--- src/hpo_consts.svh ---
// Offsets, field positions, reset values and timing counts of the hot-plug output unit
`ifndef HPO_CONSTS_SVH
`define HPO_CONSTS_SVH

// Register indexes; the bus byte address is four times the index
`define HPO_IDX_CTL      12'h0C00
`define HPO_IDX_STS      12'h0C01
`define HPO_IDX_IEN      12'h0C02
`define HPO_IDX_QUEUE    12'h0C03
`define HPO_IDX_WMIN     12'h0C04
`define HPO_IDX_WMAX     12'h0C05
`define HPO_IDX_RISE     12'h0C06
`define HPO_IDX_FALL     12'h0C08
`define HPO_IDX_PGEN     12'h0C0A

// Control register fields
`define HPO_CTL_EN       0
`define HPO_CTL_DIR      1
`define HPO_CTL_GEN      2
`define HPO_CTL_LVL      3
`define HPO_CTL_STATE    7

// Status register fields
`define HPO_STS_PULSE    0
`define HPO_STS_FALL     1
`define HPO_STS_RISE     2
`define HPO_STS_QNE      3

// Queue field codes
`define HPO_EV_EMPTY     2'h0
`define HPO_EV_RISE      2'h1
`define HPO_EV_FALL      2'h2
`define HPO_EV_SHORT     2'h3
`define HPO_EV_CLEAR     2'h1

`define HPO_RST_BYTE     8'h00
`define HPO_RST_WORD     16'h0000

// Timing: one step is 50 us; detect windows add a 100 us base
`define HPO_CLK_MHZ      50
`define HPO_STEP_US      50
`define HPO_BASE_US      100
`define HPO_STEP_CYCLES  (`HPO_STEP_US * `HPO_CLK_MHZ)
`define HPO_BASE_STEPS   (`HPO_BASE_US / `HPO_STEP_US)

`endif

--- src/hpo_pkg.sv ---
// Types shared by the hot-plug output unit
package hpo_pkg;

   typedef struct packed {
      logic gen;
      logic lvl;
      logic dir;
      logic en;
   } hpo_ctl_t;

   typedef struct packed {
      logic qne;
      logic rise;
      logic fall;
      logic pulse;
   } hpo_sts_t;

   typedef enum logic {
      PG_IDLE,
      PG_LOW
   } hpo_pg_state_t;

endpackage

--- src/hpo_hot_plug.sv ---
// Hot-plug pin unit: output drive, pulse generation, receiver, status and Avalon-MM registers
`timescale 1ns/1ps
`include "hpo_consts.svh"

module hpo_hot_plug
   import hpo_pkg::*;
#(
   parameter int STEP_CYCLES = `HPO_STEP_CYCLES
) (
   input  wire logic        clk_i,
   input  wire logic        rst_i,
   input  wire logic [13:0] avs_address_i,
   input  wire logic        avs_read_i,
   input  wire logic        avs_write_i,
   input  wire logic [31:0] avs_writedata_i,
   input  wire logic [3:0]  avs_byteenable_i,
   output logic      [31:0] avs_readdata_o,
   output logic             avs_waitrequest_o,
   input  wire logic        hot_plug_pin_i,
   output logic             hot_plug_pin_o,
   output logic             hot_plug_pin_oe_o,
   output logic             unit_summary_interrupt_o
);

   // True once a run of steps has reached the programmed time plus the base
   function automatic logic steps_reached(input logic [16:0] run, input logic [15:0] n);
      logic [17:0] lim;
      lim = {2'b00, n} + 18'(`HPO_BASE_STEPS);
      return {1'b0, run} >= lim;
   endfunction

   hpo_ctl_t      ctl_q;
   hpo_sts_t      sts_q;
   hpo_pg_state_t pg_q;
   logic [3:0]    ien_q;
   logic [7:0]    wmin_q;
   logic [7:0]    wmax_q;
   logic [15:0]   rise_q;
   logic [15:0]   fall_q;
   logic [7:0]    pdur_q;
   logic [7:0]    queue_q;
   logic [1:0]    wptr_q;
   logic          ack_q;
   logic [31:0]   rdata_q;
   logic [31:0]   rdata_d;
   logic          sync1_q;
   logic          sync2_q;
   logic          line_q;
   logic [16:0]   run_q;
   logic [2:0]    ev_q;
   logic [31:0]   step_cnt_q;
   logic [8:0]    pcnt_q;
   logic          pin_q;
   logic          pin_oe_q;
   logic          step;
   logic          rx_on;
   logic          tx_on;
   logic          pulse_start;
   logic          pulse_done;
   logic          pulse_reject;
   logic          line_state;
   logic [11:0]   idx;
   logic          wr_acc;
   logic          rd_acc;
   logic          enq;
   logic [1:0]    ev_code;
   logic [7:0]    wd0;

   // One wait cycle per access so read data can come from a flip-flop
   assign avs_waitrequest_o = (avs_read_i | avs_write_i) & ~ack_q;
   assign avs_readdata_o    = rdata_q;
   assign idx    = avs_address_i[13:2];
   assign wr_acc = avs_write_i & ack_q;
   assign rd_acc = avs_read_i & ack_q;
   assign wd0    = avs_writedata_i[7:0];

   assign tx_on = ctl_q.en & ctl_q.dir;
   assign rx_on = ctl_q.en & ~ctl_q.dir;

   // Output mode reports the pin, held high while our own pulse pulls it low
   always_comb begin
      if (!ctl_q.en) begin
         line_state = 1'b0;
      end else if (ctl_q.dir) begin
         line_state = sync2_q | (pg_q == PG_LOW);
      end else begin
         line_state = line_q;
      end
   end

   always_ff @(posedge clk_i or posedge rst_i) begin
      if (rst_i) begin
         ack_q <= 1'b0;
      end else begin
         ack_q <= (avs_read_i | avs_write_i) & ~ack_q;
      end
   end

   // Unmapped indexes, including the holes above 16-bit registers, read zero
   always_comb begin
      rdata_d = 32'h0000_0000;
      unique case (idx)
         `HPO_IDX_CTL: begin
            rdata_d[`HPO_CTL_EN]    = ctl_q.en;
            rdata_d[`HPO_CTL_DIR]   = ctl_q.dir;
            rdata_d[`HPO_CTL_GEN]   = ctl_q.gen & ctl_q.dir;
            rdata_d[`HPO_CTL_LVL]   = ctl_q.lvl & ctl_q.dir;
            rdata_d[`HPO_CTL_STATE] = line_state;
         end
         `HPO_IDX_STS:   rdata_d[3:0]  = sts_q;
         `HPO_IDX_IEN:   rdata_d[3:0]  = ien_q;
         `HPO_IDX_QUEUE: rdata_d[7:0]  = rx_on ? queue_q : `HPO_RST_BYTE;
         `HPO_IDX_WMIN:  rdata_d[7:0]  = wmin_q;
         `HPO_IDX_WMAX:  rdata_d[7:0]  = wmax_q;
         `HPO_IDX_RISE:  rdata_d[15:0] = rise_q;
         `HPO_IDX_FALL:  rdata_d[15:0] = fall_q;
         `HPO_IDX_PGEN:  rdata_d[7:0]  = pdur_q;
         default:        rdata_d       = 32'h0000_0000;
      endcase
   end

   always_ff @(posedge clk_i or posedge rst_i) begin
      if (rst_i) begin
         rdata_q <= 32'h0000_0000;
      end else if (avs_read_i && !ack_q) begin
         rdata_q <= rdata_d;
      end
   end

   // Plain storage registers
   always_ff @(posedge clk_i or posedge rst_i) begin
      if (rst_i) begin
         ien_q  <= 4'h0;
         wmin_q <= `HPO_RST_BYTE;
         wmax_q <= `HPO_RST_BYTE;
         rise_q <= `HPO_RST_WORD;
         fall_q <= `HPO_RST_WORD;
         pdur_q <= `HPO_RST_BYTE;
      end else if (wr_acc) begin
         if (avs_byteenable_i[0]) begin
            unique case (idx)
               `HPO_IDX_IEN:  ien_q  <= wd0[3:0];
               `HPO_IDX_WMIN: wmin_q <= wd0;
               `HPO_IDX_WMAX: wmax_q <= wd0;
               `HPO_IDX_RISE: rise_q[7:0] <= wd0;
               `HPO_IDX_FALL: fall_q[7:0] <= wd0;
               `HPO_IDX_PGEN: pdur_q <= wd0;
               default: ;
            endcase
         end
         // Upper lane only reaches the two 16-bit registers
         if (avs_byteenable_i[1] && idx == `HPO_IDX_RISE) begin
            rise_q[15:8] <= avs_writedata_i[15:8];
         end
         if (avs_byteenable_i[1] && idx == `HPO_IDX_FALL) begin
            fall_q[15:8] <= avs_writedata_i[15:8];
         end
      end
   end

   // Control register; the pulse request is accepted only with the write that
   // selects output mode and enable
   always_ff @(posedge clk_i or posedge rst_i) begin
      if (rst_i) begin
         ctl_q <= '0;
      end else begin
         if (wr_acc && avs_byteenable_i[0] && idx == `HPO_IDX_CTL) begin
            ctl_q.en  <= wd0[`HPO_CTL_EN];
            ctl_q.dir <= wd0[`HPO_CTL_DIR];
            ctl_q.lvl <= wd0[`HPO_CTL_LVL];
            ctl_q.gen <= wd0[`HPO_CTL_GEN] & wd0[`HPO_CTL_DIR] & wd0[`HPO_CTL_EN];
         end else if (pulse_done || pulse_reject || !tx_on) begin
            ctl_q.gen <= 1'b0;
         end
      end
   end

   // Step divider, restarted at pulse start so the low time is exact
   always_ff @(posedge clk_i or posedge rst_i) begin
      if (rst_i) begin
         step_cnt_q <= 32'h0000_0000;
      end else if (pulse_start || step) begin
         step_cnt_q <= 32'h0000_0000;
      end else begin
         step_cnt_q <= step_cnt_q + 32'h0000_0001;
      end
   end
   assign step = (step_cnt_q == 32'(STEP_CYCLES - 1));

   // A request with the level low cannot make a pulse and is dropped
   assign pulse_start  = (pg_q == PG_IDLE) && ctl_q.gen && tx_on && ctl_q.lvl;
   assign pulse_reject = (pg_q == PG_IDLE) && ctl_q.gen && !ctl_q.lvl;
   assign pulse_done   = (pg_q == PG_LOW) && tx_on && (pcnt_q >= {1'b0, pdur_q});

   always_ff @(posedge clk_i or posedge rst_i) begin
      if (rst_i) begin
         pg_q   <= PG_IDLE;
         pcnt_q <= 9'h000;
      end else begin
         unique case (pg_q)
            PG_IDLE: begin
               pcnt_q <= 9'h000;
               if (pulse_start) begin
                  pg_q <= PG_LOW;
               end
            end
            PG_LOW: begin
               if (!tx_on || pulse_done) begin
                  pg_q <= PG_IDLE;
               end else if (step) begin
                  pcnt_q <= pcnt_q + 9'h001;
               end
            end
         endcase
      end
   end

   // Pin drive, registered
   always_ff @(posedge clk_i or posedge rst_i) begin
      if (rst_i) begin
         pin_q    <= 1'b0;
         pin_oe_q <= 1'b0;
      end else begin
         pin_oe_q <= tx_on;
         pin_q    <= tx_on & ctl_q.lvl & ~(pulse_start | (pg_q == PG_LOW));
      end
   end
   assign hot_plug_pin_o    = pin_q;
   assign hot_plug_pin_oe_o = pin_oe_q;

   always_ff @(posedge clk_i or posedge rst_i) begin
      if (rst_i) begin
         sync1_q <= 1'b0;
         sync2_q <= 1'b0;
      end else begin
         sync1_q <= hot_plug_pin_i;
         sync2_q <= sync1_q;
      end
   end

   // Receiver: logical state starts low and changes only after a debounced run
   always_ff @(posedge clk_i or posedge rst_i) begin
      if (rst_i) begin
         line_q <= 1'b0;
         run_q  <= 17'h0_0000;
         ev_q   <= 3'b000;
      end else if (!rx_on) begin
         line_q <= 1'b0;
         run_q  <= 17'h0_0000;
         ev_q   <= 3'b000;
      end else begin
         ev_q <= 3'b000;
         if (sync2_q != line_q) begin
            if (step && run_q != 17'h1_FFFF) begin
               run_q <= run_q + 17'h0_0001;
            end
            if (!line_q && steps_reached(run_q, rise_q)) begin
               line_q                <= 1'b1;
               run_q                 <= 17'h0_0000;
               ev_q[`HPO_STS_RISE]   <= 1'b1;
            end else if (line_q && steps_reached(run_q, fall_q)) begin
               line_q                <= 1'b0;
               run_q                 <= 17'h0_0000;
               ev_q[`HPO_STS_FALL]   <= 1'b1;
            end
         end else begin
            // Back high after a low run: short pulse if inside the window
            if (line_q && steps_reached(run_q, {8'h00, wmin_q}) &&
                !steps_reached(run_q, {8'h00, wmax_q} + 16'h0001)) begin
               ev_q[`HPO_STS_PULSE] <= 1'b1;
            end
            run_q <= 17'h0_0000;
         end
      end
   end

   // Event queue: at most one event per cycle; full slots drop new events
   assign ev_code = ev_q[`HPO_STS_RISE] ? `HPO_EV_RISE :
                    ev_q[`HPO_STS_FALL] ? `HPO_EV_FALL : `HPO_EV_SHORT;
   assign enq = (|ev_q) && (queue_q[{wptr_q, 1'b0} +: 2] == `HPO_EV_EMPTY);

   always_ff @(posedge clk_i or posedge rst_i) begin
      if (rst_i) begin
         queue_q <= `HPO_RST_BYTE;
         wptr_q  <= 2'b00;
      end else if (!rx_on) begin
         queue_q <= `HPO_RST_BYTE;
         wptr_q  <= 2'b00;
      end else begin
         if (wr_acc && avs_byteenable_i[0] && idx == `HPO_IDX_QUEUE) begin
            for (int i = 0; i < 4; i++) begin
               if (wd0[2*i +: 2] == `HPO_EV_CLEAR) begin
                  queue_q[2*i +: 2] <= `HPO_EV_EMPTY;
               end
            end
         end
         if (enq) begin
            queue_q[{wptr_q, 1'b0} +: 2] <= ev_code;
            wptr_q                       <= wptr_q + 2'b01;
         end
      end
   end

   // Status: set wins over write-one-to-clear; disable wipes everything
   always_ff @(posedge clk_i or posedge rst_i) begin
      if (rst_i) begin
         sts_q <= '0;
      end else if (!ctl_q.en) begin
         sts_q <= '0;
      end else begin
         if (wr_acc && avs_byteenable_i[0] && idx == `HPO_IDX_STS) begin
            sts_q.rise  <= (sts_q.rise  & ~wd0[`HPO_STS_RISE])  | ev_q[`HPO_STS_RISE];
            sts_q.fall  <= (sts_q.fall  & ~wd0[`HPO_STS_FALL])  | ev_q[`HPO_STS_FALL];
            sts_q.pulse <= (sts_q.pulse & ~wd0[`HPO_STS_PULSE]) | ev_q[`HPO_STS_PULSE]
                           | pulse_done;
         end else begin
            sts_q.rise  <= sts_q.rise  | ev_q[`HPO_STS_RISE];
            sts_q.fall  <= sts_q.fall  | ev_q[`HPO_STS_FALL];
            sts_q.pulse <= sts_q.pulse | ev_q[`HPO_STS_PULSE] | pulse_done;
         end
         if (enq) begin
            sts_q.qne <= 1'b1;
         end else if (rd_acc && idx == `HPO_IDX_QUEUE) begin
            sts_q.qne <= 1'b0;
         end
      end
   end

   assign unit_summary_interrupt_o = |(sts_q & ien_q);

   pin_drive_a: assert property (@(posedge clk_i) disable iff (rst_i)
      tx_on |=> hot_plug_pin_oe_o && (hot_plug_pin_o == ($past(ctl_q.lvl) && !$past(pg_q == PG_LOW)
                                                      && !$past(pulse_start))))
      else $error("pin not driven with output level");

   pulse_low_a: assert property (@(posedge clk_i) disable iff (rst_i)
      pulse_start |=> (pg_q == PG_LOW) ##1 !hot_plug_pin_o)
      else $error("pulse did not pull pin low");

   gen_clear_a: assert property (@(posedge clk_i) disable iff (rst_i)
      (pulse_done && !wr_acc) |=> !ctl_q.gen && (pg_q == PG_IDLE))
      else $error("request bit not cleared after pulse");

   pulse_sts_a: assert property (@(posedge clk_i) disable iff (rst_i)
      pulse_done |=> sts_q.pulse)
      else $error("pulse status not set on completion");

   summary_irq_a: assert property (@(posedge clk_i) disable iff (rst_i)
      $rose(sts_q.pulse) && ien_q[`HPO_STS_PULSE] |-> unit_summary_interrupt_o)
      else $error("summary interrupt missing");

   state_off_a: assert property (@(posedge clk_i) disable iff (rst_i)
      (avs_read_i && !avs_waitrequest_o && idx == `HPO_IDX_CTL && !$past(ctl_q.en))
      |-> !avs_readdata_o[`HPO_CTL_STATE])
      else $error("state bit not zero while disabled");

   level_read_a: assert property (@(posedge clk_i) disable iff (rst_i)
      (avs_read_i && !avs_waitrequest_o && idx == `HPO_IDX_CTL && !$past(ctl_q.dir))
      |-> !avs_readdata_o[`HPO_CTL_LVL])
      else $error("level bit not zero in input mode");

   sts_wipe_a: assert property (@(posedge clk_i) disable iff (rst_i)
      !ctl_q.en |=> (sts_q == '0))
      else $error("status not cleared on disable");

   set_wins_a: assert property (@(posedge clk_i) disable iff (rst_i)
      (ctl_q.en && ev_q[`HPO_STS_RISE]) |=> sts_q.rise)
      else $error("event lost against clear");

   queue_read_a: assert property (@(posedge clk_i) disable iff (rst_i)
      (rd_acc && idx == `HPO_IDX_QUEUE && !enq && ctl_q.en) |=> !sts_q.qne)
      else $error("queue flag not cleared by read");

endmodule

--- config.mk ---
export PLATFORM = sky130hd
export DESIGN_NAME = hpo_hot_plug
export DESIGN_NICKNAME = d
export VERILOG_FILES = /design/src/hpo_pkg.sv /design/src/hpo_hot_plug.sv
export VERILOG_INCLUDE_DIRS = /design/src
export SDC_FILE = /design/constraint.sdc
export NUM_CORES = 1
export LEC_CHECK = 0
export BUFFER_PORTS_ARGS = -buffer_cell sky130_fd_sc_hd__buf_2
export CAP_MARGIN = 10
export CORE_AREA = 5 5 133 135
export CTS_BUF_LIST = sky130_fd_sc_hd__clkbuf_2
export CTS_CLUSTER_DIAMETER = 120
export DETAILED_ROUTE_END_ITERATION = 12
export DIE_AREA = 0 0 138 140
export PLACE_DENSITY_LB_ADDON = 0.2
export SETUP_SLACK_MARGIN = 0.4
export SYNTH_ARGS = -nofsm -noshare
export SYNTH_HDL_FRONTEND = slang
export SYNTH_SLANG_ARGS = --single-unit
--- constraint.sdc ---
create_clock -name clk_i -period 7.1 [get_ports clk_i]
set_input_delay 2.13 -clock clk_i [delete_from_list [all_inputs] [get_ports clk_i]]
set_output_delay 2.13 -clock clk_i [all_outputs]
set_load 0.02 [all_outputs]
# [Word-level counts from Yosys, hierarchy flattened]
# Cells that the tools add are included.
[word_totals] ff_bits=162 inputBits=55
[classes] muxes=49 n_shift=3 n_eq_ne=23 bitwise_logic=33 magnitude_cmp=5 addsub=10 reduce_logical=43
[op_table] operator="$eq 12x12->1 const B" n=9
[op_table] operator="$mux 17" n=5
[op_table] operator="$mux 8" n=5
[op_table] operator="$pmux 4 s9" n=1
[op_table] operator="$add 16x2->17 const B" n=2
[op_table] operator="$ge 17x17->1" n=2
[op_table] operator="$add 32x1->32 const B" n=1
[op_table] operator="$eq 32x12->1 const B" n=1
[op_table] operator="$mux 32" n=1
[op_table] operator="$logic_and 1x1->1" n=20
[op_table] operator="$mux 1" n=18
[op_table] operator="$mux 9" n=2
[op_table] operator="$pmux 3 s6" n=1
[op_table] operator="$pmux 9 s2" n=1
[op_table] operator="$reduce_and 3->1" n=6
[op_table] operator="$add 17x1->17 const B" n=1
[op_table] operator="$ge 17x10->1" n=1
[op_table] operator="$ge 17x9->1" n=1
[op_table] operator="$ne 17x17->1 const B" n=1
[op_table] operator="$mux 2" n=8
[op_table] operator="$pmux 8 s2" n=1
[op_table] operator="$and 1x1->1" n=14
[op_table] operator="$or 1x1->1" n=11
[op_table] operator="$add 9x2->10 const B" n=1
[op_table] operator="29 further kinds" n=52

# [Logic depth before layout (Yosys ltp)]
# Gate-level depths: netlist of the first run.
[logic_depth] ltp_word=8 ltp_mapped=14 mapped_depth_nobuf=13

# [Least setup slack after synthesis of the first run]
# Ideal clock, no wire load.
[synth_timing] path_kind="in2out" startpoint="input port avs_write_i" endpoint="output port avs_waitrequest_o" t_required_ps=4970 path_slack_ps=2510 arrival_ps=2460 stages=2 path_buffers=0 cell_sequence="nor2_1 > nor2_1"
[synth_via] elab_chain_len=2
[synth_rtl] element="from (decl)" line="hpo_hot_plug.sv:14" source="input wire logic avs_write_i,"
[synth_rtl] element="$or 1x1->1" line="hpo_hot_plug.sv:70" source="assign avs_waitrequest_o = (avs_read_i | avs_write_i) & ~ack_q;"
[synth_rtl] element="$and 1x1->1" line="hpo_hot_plug.sv:70"
[synth_rtl] element="to (decl)" line="hpo_hot_plug.sv:18" source="output logic avs_waitrequest_o,"
# No other way between the ends.

# [Worst setup path after layout of the first run]
# Ends and elaborated chain as after synthesis.

==> flow_summary.rst, run 1 <==
.. list-table::
   :header-rows: 1

   * - Metric
     - Value
   * - Net total in the final layout
     - ~1200
   * - Synth area leader
     - dfrtp_1
   * - Post-placement cell count
     - approximately 1300
   * - Number of design-rule violations left by the first detailed-router iteration
     - 507
   * - Endpoints failing hold
     - 0
   * - CTS Buf Count
     - 17
   * - Synth Flop Type
     - dfrtp_1
   * - Shortest clock period the worst path allows after layout
     - around 4.7 ns
   * - Congestion Overflow GR
     - 0
   * - Total number of H-tree levels
     - 4
   * - Number of antenna-violating nets in the routed design
     - 0
   * - Vias in the first global route
     - roughly 7400
   * - Crit path max-delay family
     - buffers and inverters
   * - Detailed-route wire length
     - around 24000 um
   * - HPWL after DPL
     - around 18000 um
   * - Required arrival time at the worst endpoint
     - around 5 ns
   * - Via/cell ratio
     - ~6
   * - Horizontal extent of the die
     - 138 um
   * - Final cycle utilization of the critical path
     - 0.659
   * - Worst slew pin tran
     - 1.00 ns
   * - Cells after Synth
     - about 1000
   * - Post-synth ARST share
     - 1.00
   * - Proportion of synthesized chip area in sequential cells
     - 0.411
   * - Worst clock skew
     - 0.0314 ns
   * - Worst VDD drop
     - about 0.16 mV
   * - IO buf count
     - between 50 and 60
   * - Maximum number of pins on one net before global-route repair
     - 64
   * - Clock-pin slew on the worst setup and hold paths
     - 0.25 ns
   * - Origin of the worst min-delay path
     - sync1_q
   * - Worst r2r src
     - fall_q[3]
   * - Synth Warn #
     - 0
   * - Share of final-layout standard cells stronger than drive strength 1
     - 0.138
   * - Routed length per instance
     - ~18 um
   * - Final setup TNS
     - 0 ns
   * - Global-route wire length before repair
     - about 39000 um
   * - Worst-path maximum fanout
     - 3
   * - Maximum number of buffers from clock root to sink
     - 2
   * - Routability-driven placement congestion ratio
     - about 0.95
   * - Mean instance size in the synthesized netlist
     - 9.55 um^2
   * - Number of maximum-capacitance violations
     - 0
   * - Flip-flop and latch count after synthesis
     - approximately 160
   * - Setup violation total in the final timing report
     - 0
   * - Clock network latency to the later pin of the worst-skew pair
     - slightly below 0.8 ns
   * - Number of distinct library cells after synthesis
     - 70
   * - Routed via count
     - between 7000 and 8000
   * - Most instantiated library cell after synthesis
     - dfrtp_1
   * - Aggregate global-route resource usage
     - 0.249
   * - Hold Buf Count CTS
     - 0
   * - Fin cells
     - 1315
   * - Cts repair resizes
     - 0
   * - Synth top area share
     - 0.411
   * - Initial core utilization
     - 0.603
   * - Initial DRT Pass Iterations
     - 5
   * - Tightest Hold Check Type
     - flip-flop to flip-flop
   * - Cell Chain, Critical Path
     - buf_2 -> nor2_1 -> nor2_1 -> buf_2
   * - Max Transition Viols Final
     - 0
   * - Result of the run
     - complete, no violations
   * - Cell area after synthesis
     - 9850 um^2
   * - Post-CTS Setup Inserts
     - 0
   * - Cell at the root of the clock tree
     - clkbuf_2
   * - Row cnt
     - 47
   * - DR DRC count
     - 0
   * - Startpoint kind of the worst setup timing path
     - primary input
   * - Clock tree from TritonCTS
     - done
   * - Number of enable-type register cells in the synthesized netlist
     - 0
   * - Cell leakage power
     - ~4.8 nW
   * - Die span in y
     - about 140 um
   * - Post-layout utilization of the core
     - 0.641
   * - Dominant cells by area after synthesis
     - dfrtp_1, ha_1, mux2_2, xor2_1, nand2_1
   * - Top Ports
     - a little over 90
   * - Endpoint kind of the worst setup timing path
     - output pin
   * - Standard cell core area
     - around 16000 um^2
   * - Area growth syn-to-layout
     - 6.35%
   * - Largest stage delay, worst path
     - between 0.15 and 0.2 ns
   * - Critical setup path kind
     - primary input to output pin
   * - Most numerous cell types in the synthesized netlist
     - dfrtp_1, nand2_1, nor2_1, ha_1, o21ai_0
   * - Data arrival time at the worst-slack endpoint
     - roughly 2.6 ns
   * - CP Buf/Inv Count
     - 2
   * - Full die area
     - 19300 um^2
   * - Peak clock frequency supported by timing
     - 214 MHz
   * - Max stage delay cell, worst path
     - buf_2
   * - Sinks on the clock net
     - approximately 160
   * - Start point of the critical path
     - avs_write_i
   * - Cell area power density
     - roughly 140 nW/um^2
   * - Headroom to the max-slew limit
     - 0.330
   * - Unrepaired setup endpoints after global routing
     - false
   * - Initial antenna violation count
     - 1
-- registers in the layout, indices dropped and copies added (netlist names), 3 cells and up --
register	count
pcnt_q	9
pdur_q	8
run_q	17
rise_q	16
step_cnt_q	32
avs_readdata_o	16
ctl_q	4
sts_q	4
wmax_q	8
wmin_q	8
ien_q	4
fall_q	16
queue_q	8
ev_q	3
-- logic make-up (layout without fill, tap and decap cells) --
group / count (synthesis) / count (layout) / synth area share
buffers and inverters: 79 / 126 / 0.0367
adders and majority gates: 73 / 73 / 0.0927
other: 1 / 17 / 0.000381
DFF: 162 / 162 / 0.411
muxes: 62 / 62 / 0.0683
and+or+nand+nor: 403 / 403 / 0.212
xor gates and xnor gates: 80 / 80 / 0.0711
AOI/OAI and AO/OA: 172 / 172 / 0.107
-- final cells by class --
cell class              count  area (um^2)
well taps                 220          275
fillers                  1406         5870
multi-input cells         806         5490
flip-flops and latches    162         4050
clock buffers              20          100
inverters                  35          136
clock inverters            12          109
repair buffers             59          308
diodes                      1         2.50
-- power by group --
group | internal, W | switching (W)
registers | 0.000926 | 0.00000225
clock network | 0.000132 | 0.000341
logic | 0.0000153 | 0.0000539
total | 0.00107 | 0.000397
-- metrics by stage --
stage / cell area, um^2 / hold WS (ns) / power [W] / setup slack [ns]
finish: 10500 / 0.383 / 0.00147 / 2.42
global route: 10500 / 0.412 / 0.00153 / 2.37
CTS: 10500 / 0.388 / 0.00148 / 2.42
detailed placement: 10300 / 0.336 / 0.00101 / 2.35
global placement: 10300 / 0.334 / 0.00101 / 2.35
floorplan: 9910 / 0.331 / 0.000992 / 0.593
-- final timing paths --
check | slack [ns] | cells after the start | to
max | 2.42 | 4 | avs_waitrequest_o
min | 0.38 | 0 | sync2_q
max reg2reg | 3.90 | 13 | run_q[10]
min reg2reg | 0.38 | 0 | sync2_q
max in group asynchronous | 4.64 | 3 | rise_q[6]
min in group asynchronous | 1.31 | 2 | step_cnt_q[29]
-- layout by cell type (no fill, tap or decap), drive strengths merged, types with 5 or more instances in the layout --
cell type | netlist | routed
mux2 | 42 | 42
a31oi | 6 | 6
nor4 | 16 | 16
nor2b | 10 | 10
xnor2 | 31 | 31
or3 | 7 | 7
nand3 | 54 | 54
mux2i | 20 | 20
o21ai | 64 | 64
nand2b | 10 | 10
and3 | 23 | 23
o21a | 5 | 5
nand4 | 27 | 27
and4 | 7 | 7
a2111oi | 5 | 5
and2 | 5 | 5
a211oi | 7 | 7
o31ai | 5 | 5
ha | 73 | 73
nor3b | 5 | 5
nor3 | 17 | 17
inv | 35 | 38
a21oi | 40 | 40
or4 | 7 | 7
nor2 | 93 | 93
nand2 | 106 | 106
o22ai | 5 | 5
nor4b | 6 | 6
clkbuf | 22 | 20
a22oi | 12 | 12
buf | 22 | 59
dfrtp | 162 | 162
conb | 1 | 16
xor2 | 49 | 49
-- worst reg2reg max path: stages, from the launching register on --
cell,delay [ns]
dfrtp_1,0.52
and3_1,0.22
and3_1,0.20
nand3_1,0.18
nor2_1,0.27
nand3_1,0.12
xor2_1,0.17
ha_1,0.30
nand2_1,0.07
nor4_1,0.40
o31ai_1,0.18
a21oi_1,0.16
buf_4,0.24
nor2_1,0.08
-- per-layer routing --
metal | share of wire | vias up | global-route usage
met2 | 0.47 | 259 | 0.396
met3 | 0.062 | 46 | 0.0579
met5 | 0 | - | 0
li1 | - | 3783 | -
met4 | 0.026 | 0 | 0.0868
met1 | 0.44 | 3780 | 0.336
No activity file was read; power rests on OpenSTA's default activity.
==> run 2: changes to the inputs <==
==> constraint.sdc (replaced) <==
create_clock -name clk_i -period 4.8 [get_ports clk_i]
set_input_delay 1.44 -clock clk_i [delete_from_list [all_inputs] [get_ports clk_i]]
set_output_delay 1.44 -clock clk_i [all_outputs]
set_load 0.02 [all_outputs]
==> run 2 against run 1 <==
Non-clock buffer count grew 3. Sequential share of layout area shrank 0.40 points. Design area is 1.1% higher. Count of clock-buffer cells in the layout fell by 3. Worst setup slack got worse by 0.94 ns. Utilization is 0.67 points higher. Sequential cell count unchanged. Critical path type unchanged. Largest power group unchanged.
==> flow_summary.rst, run 2 (synthesis gave the netlist of run 1 again) <==
.. list-table::
   :header-rows: 1

   * - Metric
     - Value
   * - Met3 demand-to-capacity share in global routing
     - 0.0450
   * - Cell Chain, Critical Path
     - buf_2 -> nor2_1 -> nor2_1 -> buf_2
   * - Number of design-rule violations left by the first detailed-router iteration
     - ~620
   * - CTS Buf Count
     - 17
   * - Shortest clock period the worst path allows after layout
     - approximately 3.3 ns
   * - Row cnt
     - 47
   * - Number of maximum-capacitance violations
     - 0
   * - Global-route track usage on met1
     - 0.331
   * - Clock-pin slew on the worst setup and hold paths
     - ~0.23 ns
   * - Routed via count
     - 7866
   * - Worst-path maximum fanout
     - 3
   * - Final setup TNS
     - 0 ns
   * - Initial core utilization
     - 0.603
   * - Worst clock skew
     - between 0.03 and 0.04 ns
   * - Die span in y
     - about 140 um
   * - Endpoints failing hold
     - 0
   * - Global-route wire length before repair
     - ~38000 um
   * - Post-layout power
     - between 0.002 and 0.0025 W
   * - Initial DRT Pass Iterations
     - 5
   * - Worst VDD drop
     - about 0.14 mV
   * - Number of antenna-violating nets in the routed design
     - 0
   * - Horizontal extent of the die
     - 138 um
   * - Headroom to the max-slew limit
     - 0.322
   * - Data arrival time at the worst-slack endpoint
     - between 1.5 and 2 ns
   * - Setup violation total in the final timing report
     - 0
   * - Cell at the root of the clock tree
     - clkbuf_2
   * - Register containing the most flip-flops in the final layout
     - step_cnt_q
   * - Grt peak-use layer
     - met2
   * - Hold Buf Count CTS
     - 0
   * - HPWL after DPL
     - ~18000 um
   * - Sinks on the clock net
     - ~160
   * - Max stage delay cell, worst path
     - buf_2
   * - Share of final-layout standard cells stronger than drive strength 1
     - 0.139
   * - Detailed-route wire length
     - 23900 um
   * - Largest regs
     - step_cnt_q (32), run_q (17)
   * - Via/cell ratio
     - just under 6
   * - DR DRC count
     - 0
   * - Peak clock frequency supported by timing
     - 301 MHz
   * - Required arrival time at the worst endpoint
     - between 3 and 4 ns
   * - Tightest Hold Check Type
     - flip-flop to flip-flop
   * - Routed length per instance
     - 18.2 um
   * - Maximum number of pins on one net before global-route repair
     - 76
   * - Cts repair resizes
     - 0
   * - Area growth syn-to-layout
     - 7.47%
   * - Post-CTS Setup Inserts
     - 0
   * - Result of the run
     - complete, no violations
   * - Standard cell core area
     - ~16000 um^2
   * - Aggregate global-route resource usage
     - 0.242
   * - Largest stage delay, worst path
     - 0.18 ns
   * - Congestion Overflow GR
     - 0
   * - Top Ports
     - 91
   * - Cell leakage power
     - 4.82 nW
   * - Initial antenna violation count
     - 1
   * - Worst slew pin tran
     - around 1.0 ns
   * - Startpoint kind of the worst setup timing path
     - primary input
   * - Clock network latency to the later pin of the worst-skew pair
     - between 0.7 and 0.8 ns
   * - Total number of H-tree levels
     - 4
   * - Global routing usage on met2
     - 0.396
   * - Most common cell after layout, fill and taps aside
     - dfrtp_1
   * - Vias in the first global route
     - roughly 7400
   * - Routability-driven placement congestion ratio
     - roughly 0.93
   * - Cell area power density
     - roughly 220 nW/um^2
   * - Final cycle utilization of the critical path
     - 0.691
   * - IO buf count
     - between 50 and 60
   * - Endpoint kind of the worst setup timing path
     - output pin
   * - Maximum number of buffers from clock root to sink
     - 2
   * - Critical setup path kind
     - primary input to output pin
   * - Leading cell types in the layout, fill and taps excluded
     - dfrtp_1, nand2_1, nor2_1
   * - Net total in the final layout
     - ~1200
   * - Full die area
     - between 15000 and 20000 um^2
   * - Max Transition Viols Final
     - 0
   * - Clock tree from TritonCTS
     - done
   * - Unrepaired setup endpoints after global routing
     - false
   * - Max reg flops
     - 32
-- run 2: changes by cell type in the layout (fill, tap and decap cells not counted) --
cell,delta
buf_12,+1
buf_4,+2
bufinv_16,+2
clkbuf_2,-3
clkinv_1,+1
clkinv_2,-4
clkinv_4,+3
clkinv_8,+1
clkinvlp_4,-1
inv_8,+1
-- run 2: stage by stage --
step	instances	util	setup slack [ns]	hold slack [ns]	instance area, um^2
floorplan	1047	-	1.30	0.331	9910
global placement	1285	0.630	0.930	0.334	10300
detailed placement	1285	0.630	0.943	0.341	10300
CTS	1317	0.647	1.49	0.390	10600
global route	1318	0.648	1.27	0.392	10600
finish	1318	0.648	1.48	0.385	10600
-- run 2: cell type report --
cell class                      instances  area (um^2)
Antenna cell                            1         2.50
Clock buffer                           17         85.1
Clock inverter                         15          200
Fill cell                            1407         5760
Inverter                               35          135
Multi-Input combinational cell        806         5490
Sequential cell                       162         4050
Tap cell                              220          275
Timing Repair Buffer                   62          343
-- run 2: final timing paths --
| kind | startpoint | to | slack, ns | cells after the start |
|---|---|---|---|---|
| min in group asynchronous | rst_i | fall_q[10] | 0.73 | 2 |
| worst min register to register | sync1_q | sync2_q | 0.39 | 0 |
| max in group asynchronous | rst_i | step_cnt_q[11] | 3.16 | 3 |
| worst max register to register | rise_q[3] | run_q[3] | 1.62 | 12 |
| worst max-delay path | avs_write_i | avs_waitrequest_o | 1.48 | 4 |
| worst min-delay path | sync1_q | sync2_q | 0.39 | 0 |
-- run 2: layer usage --
metal  vias to the layer above  wire, um
met4                         0       502
li1                       3788         -
met3                        42      1470
met2                       253     11400
met5                         -         0
met1                      3783     10500
-- run 2: power by group --
part / switching [W] / total, W / internal (W)
logic: 0.0000801 / 0.000105 / 0.0000244
registers: 0.00000368 / 0.00137 / 0.00137
clock network: 0.000534 / 0.000842 / 0.000308
total: 0.000617 / 0.00232 / 0.00170
-- run 2: worst max-delay path, delay by kind of cell --
family                 cells  cell delay, ns
buffers and inverters      2            0.28
and+or+nand+nor            2            0.15
==> run 3: changes to the inputs <==
--- a/config.mk
+++ b/config.mk
@@ -8,11 +8,11 @@
 export LEC_CHECK = 0
 export BUFFER_PORTS_ARGS = -buffer_cell sky130_fd_sc_hd__buf_2
 export CAP_MARGIN = 10
-export CORE_AREA = 5 5 133 135
+export CORE_AREA = 5 5 139 141
 export CTS_BUF_LIST = sky130_fd_sc_hd__clkbuf_2
 export CTS_CLUSTER_DIAMETER = 120
 export DETAILED_ROUTE_END_ITERATION = 12
-export DIE_AREA = 0 0 138 140
+export DIE_AREA = 0 0 144 146
 export PLACE_DENSITY_LB_ADDON = 0.2
 export SETUP_SLACK_MARGIN = 0.4
 export SYNTH_ARGS = -nofsm -noshare
==> constraint.sdc (replaced) <==
create_clock -name clk_i -period 3.05 [get_ports clk_i]
set_input_delay 0.915 -clock clk_i [delete_from_list [all_inputs] [get_ports clk_i]]
set_output_delay 0.915 -clock clk_i [all_outputs]
set_load 0.02 [all_outputs]
==> run 3 against run 2 <==
Clock skew shrank 0.0091 ns. Cell count grew 5.1%. Hold slack lost 0.31 ns. Sequential share of layout area shrank 2.8 points. Critical path depth grew 9. Design area grew 7.9%. Combinational power grew 73%. Register-to-register slack lost 1.4 ns.
==> flow_summary.rst, run 3 (synthesis gave the netlist of run 1 again) <==
.. list-table::
   :header-rows: 1

   * - Metric
     - Value
   * - Final setup TNS
     - 0 ns
   * - Maximum number of buffers from clock root to sink
     - 2
   * - Initial core utilization
     - 0.552
   * - Shortest clock period the worst path allows after layout
     - ~2.9 ns
   * - Cell leakage power
     - approximately 5.2 nW
   * - Cell area power density
     - approximately 310 nW/um^2
   * - Clock-pin slew on the worst setup and hold paths
     - roughly 0.23 ns
   * - Unrepaired setup endpoints after global routing
     - true
   * - Result of the run
     - complete, no violations
   * - Clock network latency to the later pin of the worst-skew pair
     - approximately 0.77 ns
   * - Hold Buf Count CTS
     - 0
   * - HPWL after DPL
     - ~19000 um
   * - Routed via count
     - 8119
   * - Die span in y
     - 146 um
   * - Setup violation total in the final timing report
     - 0
   * - Peak clock frequency supported by timing
     - between 300 and 400 MHz
   * - Number of maximum-capacitance violations
     - 0
   * - Net Sw Frac
     - 0.272
   * - Sinks on the clock net
     - roughly 160
   * - Max Transition Viols Final
     - 0
   * - Worst slew pin tran
     - 0.730 ns
   * - Row cnt
     - 49
   * - CTS Buf Count
     - 17
   * - Initial antenna violation count
     - 1
   * - Endpoints failing hold
     - 0
   * - Register containing the most flip-flops in the final layout
     - step_cnt_q
   * - Maximum number of pins on one net before global-route repair
     - 56
   * - Routability-driven placement congestion ratio
     - approximately 0.94
   * - Critical setup path kind
     - flip-flop to flip-flop
   * - Endpoint kind of the worst setup timing path
     - flip-flop
   * - Worst clock skew
     - just over 0.03 ns
   * - Top Ports
     - 91
   * - Sequential fraction of design power
     - 0.606
   * - Via/cell ratio
     - 5.86
   * - Share of final-layout standard cells stronger than drive strength 1
     - 0.224
   * - Area growth syn-to-layout
     - 15.9%
   * - Standard cell core area
     - between 15000 and 20000 um^2
   * - IO buf count
     - 54
   * - Horizontal extent of the die
     - roughly 140 um
   * - Clock tree from TritonCTS
     - done
   * - Global-route wire length before repair
     - 40500 um
   * - Cell Chain, Critical Path
     - nand3_2 -> nor2_4 -> nand4_1 -> buf_4 -> or4_4 -> ha_4 -> and4_4 -> nand4_1 -> a21oi_2 -> nor4b_4 -> a21oi_2 -> buf_12 -> nor2_1
   * - Cell at the root of the clock tree
     - clkbuf_2
   * - Data arrival time at the worst-slack endpoint
     - 3.54 ns
   * - Leading cell types in the layout, fill and taps excluded
     - dfrtp_1, nand2_1, nor2_1
   * - Number of antenna-violating nets in the routed design
     - 0
   * - Vias in the first global route
     - a little under 8000
   * - Most common cell after layout, fill and taps aside
     - dfrtp_1
   * - Max reg flops
     - 32
   * - Headroom to the max-slew limit
     - 0.508
   * - Worst VDD drop
     - 0.269 mV
   * - Detailed-route wire length
     - 25200 um
   * - Crit path max-delay family
     - simple AND/OR/NAND/NOR gates
   * - Largest regs
     - step_cnt_q (32), run_q (17)
   * - Tightest Hold Check Type
     - primary input to async pin
   * - Cell Int Power
     - 0.00260 W
   * - Max stage delay cell, worst path
     - or4_4
   * - Combinational power share
     - 0.051
   * - Congestion Overflow GR
     - 0
   * - Total number of H-tree levels
     - 4
   * - Routed length per instance
     - 18.2 um
   * - Largest stage delay, worst path
     - between 0.5 and 0.6 ns
   * - DR DRC count
     - 0
   * - Full die area
     - ~21000 um^2
   * - Instance area after placement
     - roughly 11000 um^2
   * - Net total in the final layout
     - between 1000 and 1500
   * - Required arrival time at the worst endpoint
     - roughly 3.7 ns
   * - Final cycle utilization of the critical path
     - 0.940
   * - Number of design-rule violations left by the first detailed-router iteration
     - roughly 550
   * - # fillers
     - 1481
   * - Startpoint kind of the worst setup timing path
     - flip-flop
   * - Cell area after layout
     - ~11000 um^2
   * - Clock share of power
     - 0.343
   * - Aggregate global-route resource usage
     - 0.242
   * - Total net switching power
     - 0.000970 W
   * - CP Buf/Inv Count
     - 2
   * - Initial DRT Pass Iterations
     - 5
   * - Worst-path maximum fanout
     - 17
run 3: cell types whose count changed in the layout (fill, tap and decap cells not counted), sizes merged:
cell	before	now
diode	1	2
buf	62	119
clkinv	5	2
clkbuf	17	18
inv	39	40
bufinv	3	2
clkinvlp	3	5
run 3: metrics by stage:
step                std cells  power, W  setup slack, ns   util  hold WS [ns]
finish                   1385   0.00357            0.183  0.640        0.0768
global route             1385   0.00371           0.0590  0.640       0.00655
CTS                      1377   0.00360            0.239  0.632        0.0440
detailed placement       1339   0.00238           0.0767  0.611         0.335
global placement         1339   0.00238            0.109  0.611         0.333
floorplan                1047   0.00232           0.0782      -         0.331
run 3: final cells by class:
class / count / area (um^2) / area share
well taps: 229 / 287 / 0.0251
clock buffers: 18 / 90.1 / 0.00789
multi-input cells: 806 / 5890 / 0.516
inverters: 35 / 135 / 0.0118
clock inverters: 14 / 154 / 0.0135
flip-flops and latches: 162 / 4060 / 0.355
diodes: 2 / 5.00 / 0.000438
repair buffers: 119 / 802 / 0.0702
run 3: per-layer routing:
metal  wire [um]  GRT usage
met1       11200      0.335
met4         547     0.0716
met2       12000      0.385
met3        1460     0.0453
met5           0          0
run 3: worst paths after layout:
kind / depth (start not counted) / slack, ns / endpoint / start
hold reg to reg: 0 / 0.38 / sync2_q / sync1_q
max in group asynchronous: 3 / 2.37 / fall_q[2] / rst_i
setup / recovery: 13 / 0.18 / run_q[4] / rise_q[4]
setup reg to reg: 13 / 0.18 / run_q[4] / rise_q[4]
hold / removal: 2 / 0.08 / rise_q[9] / rst_i
min in group clk_i: 1 / 0.23 / sync1_q / hot_plug_pin_i
run 3: power by group through the flow:
stage	registers (W)	logic [W]	clock network (W)
floorplan	0.00220	0.000120	0
finish	0.00216	0.000182	0.00122
detailed placement	0.00220	0.000183	0
global placement	0.00220	0.000182	0
global route	0.00216	0.000202	0.00134
CTS	0.00216	0.000184	0.00125
run 3: timing repair:
item | 4_1_cts | 5_1_grt
endpoints found under the hold margin | 0 | 0
setup endpoints to repair | 22 | 28
pin swaps | 13 | 20
gates resized for setup | 22 | 20
buffers inserted | 6 | 6
cloned | 0 | 0
